## src/twis_consts.vh

```
// Register offsets, field positions, reset values and timing constants of the two-wire controller.
`ifndef TWIS_CONSTS_VH
`define TWIS_CONSTS_VH
`define TWIS_OFF_SLAVE_ADDR   8'h00
`define TWIS_OFF_BIT_RATE     8'h04
`define TWIS_OFF_PRIMARY_CTL  8'h08
`define TWIS_OFF_STATUS       8'h0c
`define TWIS_OFF_DATA         8'h10
`define TWIS_OFF_ADDR_EXT     8'h14
`define TWIS_CTL_ENABLE       7
`define TWIS_CTL_IRQ_EN       6
`define TWIS_CTL_MASTER       5
`define TWIS_CTL_TX           4
`define TWIS_CTL_RSTART       2
`define TWIS_ST_TCF           7
`define TWIS_ST_ADDRESSED_AS_SLAVE_FLAG          6
`define TWIS_ST_BUSY          5
`define TWIS_ST_ARBITRATION_LOST_FLAG          4
`define TWIS_ST_SRW           2
`define TWIS_ST_IRQF          1
`define TWIS_ST_RECEIVED_ACK_BIT          0
`define TWIS_X_GENERAL_CALL_ENABLE          7
`define TWIS_X_TENBIT         6
`define TWIS_RST_BYTE         8'h00
`define TWIS_MIN_DIV          8'h01
`define TWIS_GEN_CALL         7'h00
`define TWIS_TEN_PREFIX       5'h1e
`endif

```

## src/twis_ctrl.v

```verilog
// Two-wire multi-master bus controller with register file, status flags and interrupt.
//
// Chosen here: the AHB-Lite interface to the registers and the placing of the registers.
`timescale 1ns/100ps
`default_nettype none
`include "twis_consts.vh"

module twis_ctrl (
  input  wire        clk,
  input  wire        rst,
  input  wire        clkEn,
  input  wire        hsel,
  input  wire [31:0] haddr,
  input  wire [1:0]  htrans,
  input  wire        hwrite,
  input  wire [2:0]  hsize,
  input  wire [31:0] hwdata,
  input  wire        hready,
  output wire [31:0] hrdata,
  output wire        hreadyout,
  output wire        hresp,
  input  wire        sclIn,
  output wire        sclOut,
  output wire        sclOe,
  input  wire        sdaIn,
  output wire        sdaOut,
  output wire        sdaOe,
  output wire        irq
);

  localparam ST_IDLE  = 3'd0;
  localparam ST_START = 3'd1;
  localparam ST_BIT   = 3'd2;
  localparam ST_STOP  = 3'd3;
  localparam ST_RSTRT = 3'd4;

  // Pin synchronisers: three stages, a change counts once stages two and three agree.
  reg  [2:0] sclSync_q;
  reg  [2:0] sdaSync_q;
  reg        scl_q;
  reg        sda_q;
  reg        sclPrev_q;
  reg        sdaPrev_q;

  // Registers.
  reg  [7:0] slaveAddr_q;
  reg  [7:0] bitRate_q;
  reg  [7:0] ctl_q;
  reg  [7:0] ext_q;
  reg  [7:0] txData_q;
  reg  [7:0] rxData_q;
  reg        tcf_q;
  reg        addressed_as_slave_flag_q;
  reg        busy_q;
  reg        arbitration_lost_flag_q;
  reg        srw_q;
  reg        irqf_q;
  reg        received_ack_bit_q;

  // Bus slave.
  reg        wrPend_q;
  reg  [7:0] wrAddr_q;
  reg [31:0] rdData_q;

  // Engine.
  reg  [2:0] state_q;
  reg  [3:0] bitCnt_q;
  reg  [7:0] shift_q;
  reg [13:0] divCnt_q;
  reg        sclDrv_q;
  reg        sdaDrv_q;
  reg        phase_q;
  reg        slvActive_q;
  reg        slvAddrPhase_q;
  reg        slvTenFirst_q;
  reg  [3:0] slvBit_q;
  reg  [7:0] slvShift_q;
  reg        slvAckDrv_q;
  reg        txPend_q;
  reg        prevMaster_q;

  wire       sclRise;
  wire       sclFall;
  wire       startDet;
  wire       stopDet;
  wire       addrPhase;
  wire       wrEnable;
  wire [7:0] wdByte;
  wire [13:0] halfPeriod;
  wire       masterOn;
  wire       masterReq;
  wire       masterDrop;
  wire       arbLoss;
  reg        tcfSet;
  reg        iaasSet;
  reg        arbSet;

  function [5:0] sclDivider;
    input [5:0] icr;
    begin
      sclDivider = icr + 6'h01;
    end
  endfunction

  function [1:0] multOf;
    input [1:0] code;
    begin
      case (code)
        2'h0:    multOf = 2'h1;
        2'h1:    multOf = 2'h2;
        default: multOf = 2'h3;
      endcase
    end
  endfunction

  // Half an SCL period is multiplier times divider bus clocks; the count runs down to zero inclusive.
  assign halfPeriod = ({12'h000, multOf(bitRate_q[7:6])} * {8'h00, sclDivider(bitRate_q[5:0])})
                      - 14'h0001;

  assign sclRise  = scl_q & ~sclPrev_q;
  assign sclFall  = ~scl_q & sclPrev_q;
  assign startDet = scl_q & sclPrev_q & sdaPrev_q & ~sda_q;
  assign stopDet  = scl_q & sclPrev_q & ~sdaPrev_q & sda_q;

  assign addrPhase = hsel & hready & htrans[1];
  assign wrEnable  = wrPend_q;
  assign wdByte    = hwdata[7:0];
  assign hreadyout = 1'b1;
  assign hresp     = 1'b0;
  assign hrdata    = rdData_q;

  assign masterOn   = ctl_q[`TWIS_CTL_MASTER];
  assign masterReq  = wrEnable && wrAddr_q == `TWIS_OFF_PRIMARY_CTL &&
                      wdByte[`TWIS_CTL_MASTER] && !masterOn;
  assign masterDrop = wrEnable && wrAddr_q == `TWIS_OFF_PRIMARY_CTL &&
                      !wdByte[`TWIS_CTL_MASTER] && masterOn;

  // Open-drain pins: enable low while the line is pulled low.
  assign sclOut = 1'b0;
  assign sdaOut = 1'b0;
  assign sclOe  = ~sclDrv_q;
  assign sdaOe  = ~(sdaDrv_q | slvAckDrv_q);

  assign irq = irqf_q & ctl_q[`TWIS_CTL_IRQ_EN];

  // Arbitration: engine releases SDA high but bus reads low, on SCL rise.
  assign arbLoss = masterOn && state_q == ST_BIT && sclRise && !sdaDrv_q && !sda_q &&
                   (ctl_q[`TWIS_CTL_TX] ? bitCnt_q != 4'd8 : bitCnt_q == 4'd8);

  always @*
  begin
    arbSet = arbLoss;
    if (masterReq && busy_q)
      arbSet = 1'b1;
    if (wrEnable && wrAddr_q == `TWIS_OFF_PRIMARY_CTL && wdByte[`TWIS_CTL_RSTART] && !masterOn)
      arbSet = 1'b1;
    if (stopDet && masterOn && state_q != ST_STOP)
      arbSet = 1'b1;
    tcfSet  = 1'b0;
    iaasSet = 1'b0;
    // The bit tracker follows every byte on the bus, own master transfers included.
    if (sclFall && slvActive_q && slvBit_q == 4'd8 && (addressed_as_slave_flag_q || masterOn))
      tcfSet = 1'b1;
    if (sclRise && slvActive_q && slvAddrPhase_q && slvBit_q == 4'd7 && !masterOn)
    begin
      if (slvTenFirst_q)
        iaasSet = {slvShift_q[6:0], sda_q} == {slaveAddr_q[7:1], 1'b0} ||
                  ({slvShift_q[6:0], sda_q} == `TWIS_GEN_CALL && ext_q[`TWIS_X_GENERAL_CALL_ENABLE]);
      else if (ext_q[`TWIS_X_TENBIT])
        iaasSet = slvShift_q[6:2] == `TWIS_TEN_PREFIX &&
                  slvShift_q[1:0] == ext_q[2:1];
      else
        iaasSet = slvShift_q[6:0] == slaveAddr_q[7:1] ||
                  (slvShift_q[6:0] == `TWIS_GEN_CALL && ext_q[`TWIS_X_GENERAL_CALL_ENABLE]);
    end
  end

  always @(posedge clk)
  begin
    if (rst)
    begin
      sclSync_q <= 3'h7;
      sdaSync_q <= 3'h7;
      scl_q <= 1'b1;
      sda_q <= 1'b1;
      sclPrev_q <= 1'b1;
      sdaPrev_q <= 1'b1;
      slaveAddr_q <= `TWIS_RST_BYTE;
      bitRate_q <= `TWIS_RST_BYTE;
      ctl_q <= `TWIS_RST_BYTE;
      ext_q <= `TWIS_RST_BYTE;
      txData_q <= `TWIS_RST_BYTE;
      rxData_q <= `TWIS_RST_BYTE;
      tcf_q <= 1'b1;
      addressed_as_slave_flag_q <= 1'b0;
      busy_q <= 1'b0;
      arbitration_lost_flag_q <= 1'b0;
      srw_q <= 1'b0;
      irqf_q <= 1'b0;
      received_ack_bit_q <= 1'b0;
      wrPend_q <= 1'b0;
      wrAddr_q <= 8'h00;
      rdData_q <= 32'h00000000;
      state_q <= ST_IDLE;
      bitCnt_q <= 4'h0;
      shift_q <= 8'h00;
      divCnt_q <= 14'h0000;
      sclDrv_q <= 1'b0;
      sdaDrv_q <= 1'b0;
      phase_q <= 1'b0;
      slvActive_q <= 1'b0;
      slvAddrPhase_q <= 1'b0;
      slvTenFirst_q <= 1'b0;
      slvBit_q <= 4'h0;
      slvShift_q <= 8'h00;
      slvAckDrv_q <= 1'b0;
      txPend_q <= 1'b0;
      prevMaster_q <= 1'b0;
    end
    else if (clkEn)
    begin
      sclSync_q <= {sclSync_q[1:0], sclIn};
      sdaSync_q <= {sdaSync_q[1:0], sdaIn};
      if (sclSync_q[1] == sclSync_q[2])
        scl_q <= sclSync_q[2];
      if (sdaSync_q[1] == sdaSync_q[2])
        sda_q <= sdaSync_q[2];
      sclPrev_q <= scl_q;
      sdaPrev_q <= sda_q;
      prevMaster_q <= masterOn;

      // AHB-Lite: capture the address phase, act in the data phase.
      wrPend_q <= addrPhase & hwrite;
      if (addrPhase)
        wrAddr_q <= haddr[7:0];
      if (addrPhase && !hwrite)
      begin
        case (haddr[7:0])
          `TWIS_OFF_SLAVE_ADDR:  rdData_q <= {24'h000000, slaveAddr_q[7:1], 1'b0};
          `TWIS_OFF_BIT_RATE:    rdData_q <= {24'h000000, bitRate_q};
          `TWIS_OFF_PRIMARY_CTL: rdData_q <= {24'h000000, ctl_q[7:4], 1'b0, ctl_q[2], 2'b00};
          `TWIS_OFF_STATUS:      rdData_q <= {24'h000000, tcf_q, addressed_as_slave_flag_q, busy_q, arbitration_lost_flag_q, 1'b0,
                                              srw_q, irqf_q, received_ack_bit_q};
          `TWIS_OFF_DATA:        rdData_q <= {24'h000000, rxData_q};
          `TWIS_OFF_ADDR_EXT:    rdData_q <= {24'h000000, ext_q[7:6], 3'b000, ext_q[2:0]};
          default:               rdData_q <= 32'h00000000;
        endcase
        if (haddr[7:0] == `TWIS_OFF_DATA && !ctl_q[`TWIS_CTL_TX])
          txPend_q <= 1'b0;
      end
      if (wrEnable)
      begin
        case (wrAddr_q)
          `TWIS_OFF_SLAVE_ADDR:  slaveAddr_q <= {wdByte[7:1], 1'b0};
          `TWIS_OFF_BIT_RATE:    bitRate_q <= wdByte;
          `TWIS_OFF_PRIMARY_CTL: ctl_q <= {wdByte[7:4], 1'b0, wdByte[2], 2'b00};
          `TWIS_OFF_DATA:
          begin
            txData_q <= wdByte;
            txPend_q <= 1'b1;
          end
          `TWIS_OFF_ADDR_EXT:    ext_q <= {wdByte[7:6], 3'b000, wdByte[2:0]};
          default:               ;
        endcase
      end

      // Sticky flags: set wins over a one-write clear, a zero write keeps them.
      if (wrEnable && wrAddr_q == `TWIS_OFF_STATUS && wdByte[`TWIS_ST_IRQF])
        irqf_q <= 1'b0;
      if (wrEnable && wrAddr_q == `TWIS_OFF_STATUS && wdByte[`TWIS_ST_ARBITRATION_LOST_FLAG])
        arbitration_lost_flag_q <= 1'b0;
      if (tcfSet || iaasSet || arbSet)
        irqf_q <= 1'b1;
      if (arbSet)
        arbitration_lost_flag_q <= 1'b1;

      if (startDet)
        busy_q <= 1'b1;
      else if (stopDet)
        busy_q <= 1'b0;

      // Slave side: shift bus bits, detect address and byte completion.
      if (startDet || stopDet)
      begin
        slvActive_q <= startDet;
        slvAddrPhase_q <= 1'b1;
        slvTenFirst_q <= 1'b0;
        // The SCL fall that closes a start is no bit; it wraps the count to zero.
        slvBit_q <= 4'hf;
        slvAckDrv_q <= 1'b0;
        if (stopDet)
          addressed_as_slave_flag_q <= 1'b0;
      end
      else if (slvActive_q)
      begin
        if (sclRise && slvBit_q < 4'd8)
          slvShift_q <= {slvShift_q[6:0], sda_q};
        if (sclFall)
        begin
          if (slvBit_q == 4'd8)
          begin
            slvBit_q <= 4'h0;
            slvAckDrv_q <= 1'b0;
            if (!masterOn)
              rxData_q <= slvShift_q;
            if (slvAddrPhase_q && addressed_as_slave_flag_q)
              slvTenFirst_q <= ext_q[`TWIS_X_TENBIT] && !slvTenFirst_q;
            slvAddrPhase_q <= slvTenFirst_q ? 1'b0 : (ext_q[`TWIS_X_TENBIT] && addressed_as_slave_flag_q);
            tcf_q <= 1'b1;
          end
          else
          begin
            slvBit_q <= slvBit_q + 4'h1;
            if (slvBit_q == 4'd0)
              tcf_q <= 1'b0;
            if (slvBit_q == 4'd7 && (addressed_as_slave_flag_q || iaasSet) && !masterOn && !srw_q)
              slvAckDrv_q <= 1'b1;
          end
        end
      end
      if (iaasSet)
      begin
        addressed_as_slave_flag_q <= 1'b1;
        srw_q <= sda_q;
      end
      if (sclRise && slvBit_q == 4'd8 && slvActive_q)
        received_ack_bit_q <= sda_q;

      // Master engine.
      if (arbSet)
      begin
        ctl_q[`TWIS_CTL_MASTER] <= 1'b0;
        ctl_q[`TWIS_CTL_TX] <= 1'b0;
        sdaDrv_q <= 1'b0;
        sclDrv_q <= 1'b0;
        state_q <= ST_IDLE;
      end
      else
      begin
        if (divCnt_q != 14'h0000)
          divCnt_q <= divCnt_q - 14'h0001;
        case (state_q)
          ST_IDLE:
            if (masterOn && !prevMaster_q && ctl_q[`TWIS_CTL_ENABLE] && !busy_q)
            begin
              sdaDrv_q <= 1'b1;
              divCnt_q <= halfPeriod;
              state_q <= ST_START;
            end
          ST_START:
            if (divCnt_q == 14'h0000)
            begin
              sclDrv_q <= 1'b1;
              divCnt_q <= halfPeriod;
              bitCnt_q <= 4'h0;
              phase_q <= 1'b0;
              shift_q <= txData_q;
              txPend_q <= 1'b0;
              state_q <= ST_BIT;
            end
          ST_BIT:
            if (divCnt_q == 14'h0000)
            begin
              divCnt_q <= halfPeriod;
              if (!phase_q)
              begin
                if (bitCnt_q == 4'd8)
                  sdaDrv_q <= ctl_q[`TWIS_CTL_TX] ? 1'b0 : 1'b0;
                else
                  sdaDrv_q <= ctl_q[`TWIS_CTL_TX] ? ~shift_q[7] : 1'b0;
                sclDrv_q <= 1'b0;
                phase_q <= 1'b1;
              end
              else if (scl_q)
              begin
                sclDrv_q <= 1'b1;
                phase_q <= 1'b0;
                if (bitCnt_q == 4'd8)
                begin
                  bitCnt_q <= 4'h0;
                  if (!ctl_q[`TWIS_CTL_TX])
                    rxData_q <= shift_q;
                  if (!masterOn)
                    state_q <= ST_STOP;
                  else if (ctl_q[`TWIS_CTL_RSTART])
                    state_q <= ST_RSTRT;
                  shift_q <= ctl_q[`TWIS_CTL_TX] ? txData_q : 8'h00;
                  txPend_q <= 1'b0;
                end
                else
                begin
                  bitCnt_q <= bitCnt_q + 4'h1;
                  shift_q <= {shift_q[6:0], sda_q};
                end
              end
            end
          ST_RSTRT:
          begin
            sdaDrv_q <= 1'b0;
            if (divCnt_q == 14'h0000)
            begin
              ctl_q[`TWIS_CTL_RSTART] <= 1'b0;
              state_q <= ST_IDLE;
              sclDrv_q <= 1'b0;
            end
          end
          ST_STOP:
          begin
            sdaDrv_q <= 1'b1;
            sclDrv_q <= 1'b0;
            if (divCnt_q == 14'h0000 && scl_q)
            begin
              sdaDrv_q <= 1'b0;
              state_q <= ST_IDLE;
            end
          end
          default:
            state_q <= ST_IDLE;
        endcase
        if (masterDrop && state_q == ST_BIT)
        begin
          state_q <= ST_STOP;
          divCnt_q <= halfPeriod;
        end
      end
    end
  end

endmodule // twis_ctrl
`default_nettype wire

```

## config.mk

```make
export PLATFORM = sky130hd
export DESIGN_NAME = twis_ctrl
export DESIGN_NICKNAME = d
export VERILOG_FILES = /design/src/twis_ctrl.v
export VERILOG_INCLUDE_DIRS = /design/src
export SDC_FILE = /design/constraint.sdc
export NUM_CORES = 1
export LEC_CHECK = 0
export BUFFER_PORTS_ARGS = -buffer_cell sky130_fd_sc_hd__buf_4
export CORE_ASPECT_RATIO = 0.9
export CORE_MARGIN = 2
export CORE_UTILIZATION = 30
export DETAILED_ROUTE_END_ITERATION = 12
export SYNTH_ARGS = -nofsm -noshare
export SYNTH_HDL_FRONTEND = slang
export SYNTH_SLANG_ARGS = --single-unit
```

## constraint.sdc

```tcl
create_clock -name clk -period 4.35 [get_ports clk]
set_input_delay 1.305 -clock clk [delete_from_list [all_inputs] [get_ports clk]]
set_output_delay 1.305 -clock clk [all_outputs]
set_load 0.02 [all_outputs]
```

==> results_dict.tcl <==
set metrics [dict create \
    finalNetCount 972 \
    cp_num_cells 14 \
    regToRegSetupSlack_ns 1.31 \
    maxSlewViolCount 0 \
    cts.clk_slew.worst_paths_ns 0.06 \
    critPathLaunch "bitRate_q[7]$_SDFFE_PP0P_" \
    synth_flop_cell "dfxtp_1" \
    ant_nets 0 \
    hold_depth 2 \
    cts_tree "yes" \
    antenna_cells 0 \
    area_growth_pct 14.40 \
    syn_area_um2 7124 \
    critPathLaunchType "flop" \
    drc 0 \
    ys_types 85 \
    r2r_cells 14 \
    status "finished clean" \
    clock_latency_ns 0.42 \
    die_area_um2 25000 \
    path_delay_family "adder cells" \
    dr.pass1.iters 4 \
    preCtsSetupSlack_ns 1.011 \
    critPathKind "reg2reg" \
    synth_area_per_cell_um2 8.255 \
    grt_pass1_vias 5522 \
    cp.arrival_ns 3.31 \
    synth_edf_count 0 \
    grt_max_degree 74 \
    portBuffers 35 \
    power_density_nw_per_um2 438.4 \
    crit_slowest_cell "dfxtp_1" \
    coreArea_um2 23340 \
    cts_root_buf "clkbuf_16" \
    gp_congestion 0.7978 \
    ios 116 \
    drive_gt1_share_pct 12.39 \
    cts_resized 0 \
    crit_chain "nor2_1, or2_2, ha_1, inv_1, ha_1, inv_1, fa_1, nand2b_1, a21oi_1, o22ai_1, xor2_1, nor2_1, a31oi_1, o22ai_1" \
    peakVddDrop_mv 0.2725 \
    power.leakage_uw 0.003042 \
    vias 6191 \
    wl_per_cell_um 15.95 \
    holdWs_ns 0.4546 \
    tightest_slew_ns 0.9396 \
    cts_max_path_buffers 2 \
    fin_crit_ns 3.039 \
    tns_ns 0 \
    fin_ws_ns 1.311 \
    grt_pass1_wl_um 30500 \
    vias_per_cell 5.203 \
    seq_area_frac_synth_pct 34.56 \
    htreeDepth 4 \
    grt_setup_unrepaired "false" \
    grt_antenna_before_repair 0 \
    crit_required_ns 4.62 \
    hp-class "reg2reg" \
    cap_viol_max_count 0 \
    rr_startpoint "bitRate_q[7]$_SDFFE_PP0P_" \
    grt-ovfl-total 0 \
    clkSinkCount 123 \
    cts_buffers 17 \
    synthCells 863 \
    slowest_delay_ns 0.48 \
    dpl.hpwl_um 13390 \
    end_kind "flop" \
    initial_core_util_pct 30.52 \
    setup_viol 0 \
    holdBufCountCts 0 \
    rows 53 \
    ys_async_sr_fraction_pct 0 \
    ys_ff_latch 123 \
    post-route-period-util_pct 69.87 \
    initialDrtViolationCount 561 \
    finalHoldViolCount 0 \
    die_h_um 150.2 \
    track_usage_pct 15.34 \
    skew_ns 0.008903 \
    max_freq_mhz 329.0 \
    yosys_warnings 0 \
    maxSlewHeadroom_pct 37.13 \
    worst-path-max-fanout 8 \
    wl_um 18980 \
    hold_start "sclSync_q[2]$_SDFFE_PP1P_" \
    die_w_um 166.4 \
    cp_num_buf_inv 2 \
    post_cts_buffers 0 \
]
synthesized netlist by cell type, types with 13 or more instances:
cell type  count  area [um^2]
nand3_1       19        95.09
nor3_1        20        100.1
buf_4         29        217.7
ha_1          19        237.7
nand2b_1      14        87.58
o21ai_0       33        165.2
clkbuf_1      33        123.9
o22ai_1       14        87.58
inv_1         33        123.9
nand2_1       81        304.0
a211oi_1      13        97.59
a21oi_1       57        285.3
mux2i_1       43        430.4
nor2_1       107        401.6
dfxtp_1      123         2462
report_power, final:
| part | switching (uW) | internal, uW |
|---|---|---|
| logic | 492 | 321 |
| clock network | 519 | 987 |
| registers | 66.1 | 1190 |
metrics by stage:
step / instance area [um^2] / power, uW / utilization [%] / cells
final: 8150 / 3573 / 34.92 / 1190
after global routing: 8150 / 3767 / 34.92 / 1190
after CTS: 8150 / 3591 / 34.92 / 1190
after detailed placement: 7522 / 2082 / 32.23 / 1158
after global placement: 7522 / 2073 / 32.23 / 1158
after floorplan: 7222 / 1938 / - / 889
routing by layer:
layer / global-route usage, % / vias up / share of wire, %
met5: 0 / - / 0
met3: 3.654 / 14 / 6.0
met4: 3.879 / 0 / 0.97
met2: 22.60 / 157 / 43
li1: - / 3056 / -
met1: 22.39 / 2964 / 50
cells by family after synthesis:
family / share of synthesized area [%]
and+or+nand+nor: 25.03
DFF: 34.56
muxes: 7.780
other: 0.1054
xor gates and xnor gates: 2.687
AOI/OAI and AO/OA: 18.65
buffers and inverters: 7.569
adders and majority gates: 3.618
worst register-to-register path, delay by kind of cell, from the launching register on:
kind            cells  cell delay, ns
buf+inv             2            0.12
xor+xnor            1            0.17
simple gates        4            0.68
fa+ha+maj           3            0.87
flops               1            0.48
compound gates      4            0.56
layout make-up:
cell class / instances / area (um^2)
multi-input combinational: 655 / 4220
sequential: 123 / 2462
fill: 2416 / 15190
inverter: 33 / 123.9
tap: 302 / 377.9
timing repair buffer: 45 / 337.8
clock buffer: 21 / 460.4
clock inverter: 11 / 167.7
final timing paths:
path	end
max	divCnt_q[7]$_SDFFE_PP0P_
min	sclSync_q[2]$_SDFFE_PP1P_
max reg2reg	divCnt_q[7]$_SDFFE_PP0P_
min reg2reg	sclSync_q[2]$_SDFFE_PP1P_
registers in the layout, summed over array words and instances (netlist names), 3 cells and up:
signal       cells
ctl_q            5
shift_q          8
slvShift_q       8
sclSync_q        3
bitRate_q        8
bitCnt_q         4
slaveAddr_q      7
slvBit_q         4
wrAddr_q         8
hrdata           8
rxData_q         8
ext_q            5
state_q          3
txData_q         8
sdaSync_q        3
divCnt_q        14
cell usage in the layout, fill, tap and decap left out, types with 8 or more instances in the layout:
cell type and n:
clkbuf_16 17, a211oi_1 13, nand2b_1 14, a31oi_1 9, a21oi_1 57, a22oi_1 12
ha_1 19, o22ai_1 14, nand2_1 81, nor3_1 20, conb_1 28, dfxtp_1 123
nand3_1 19, inv_1 33, xor2_1 9, nor2_1 107, a211o_1 11, buf_4 45
mux2i_1 43, xnor2_1 11, nor2b_1 12, a221oi_1 8, o21ai_0 33
Power figures use the tool's default switching activity.
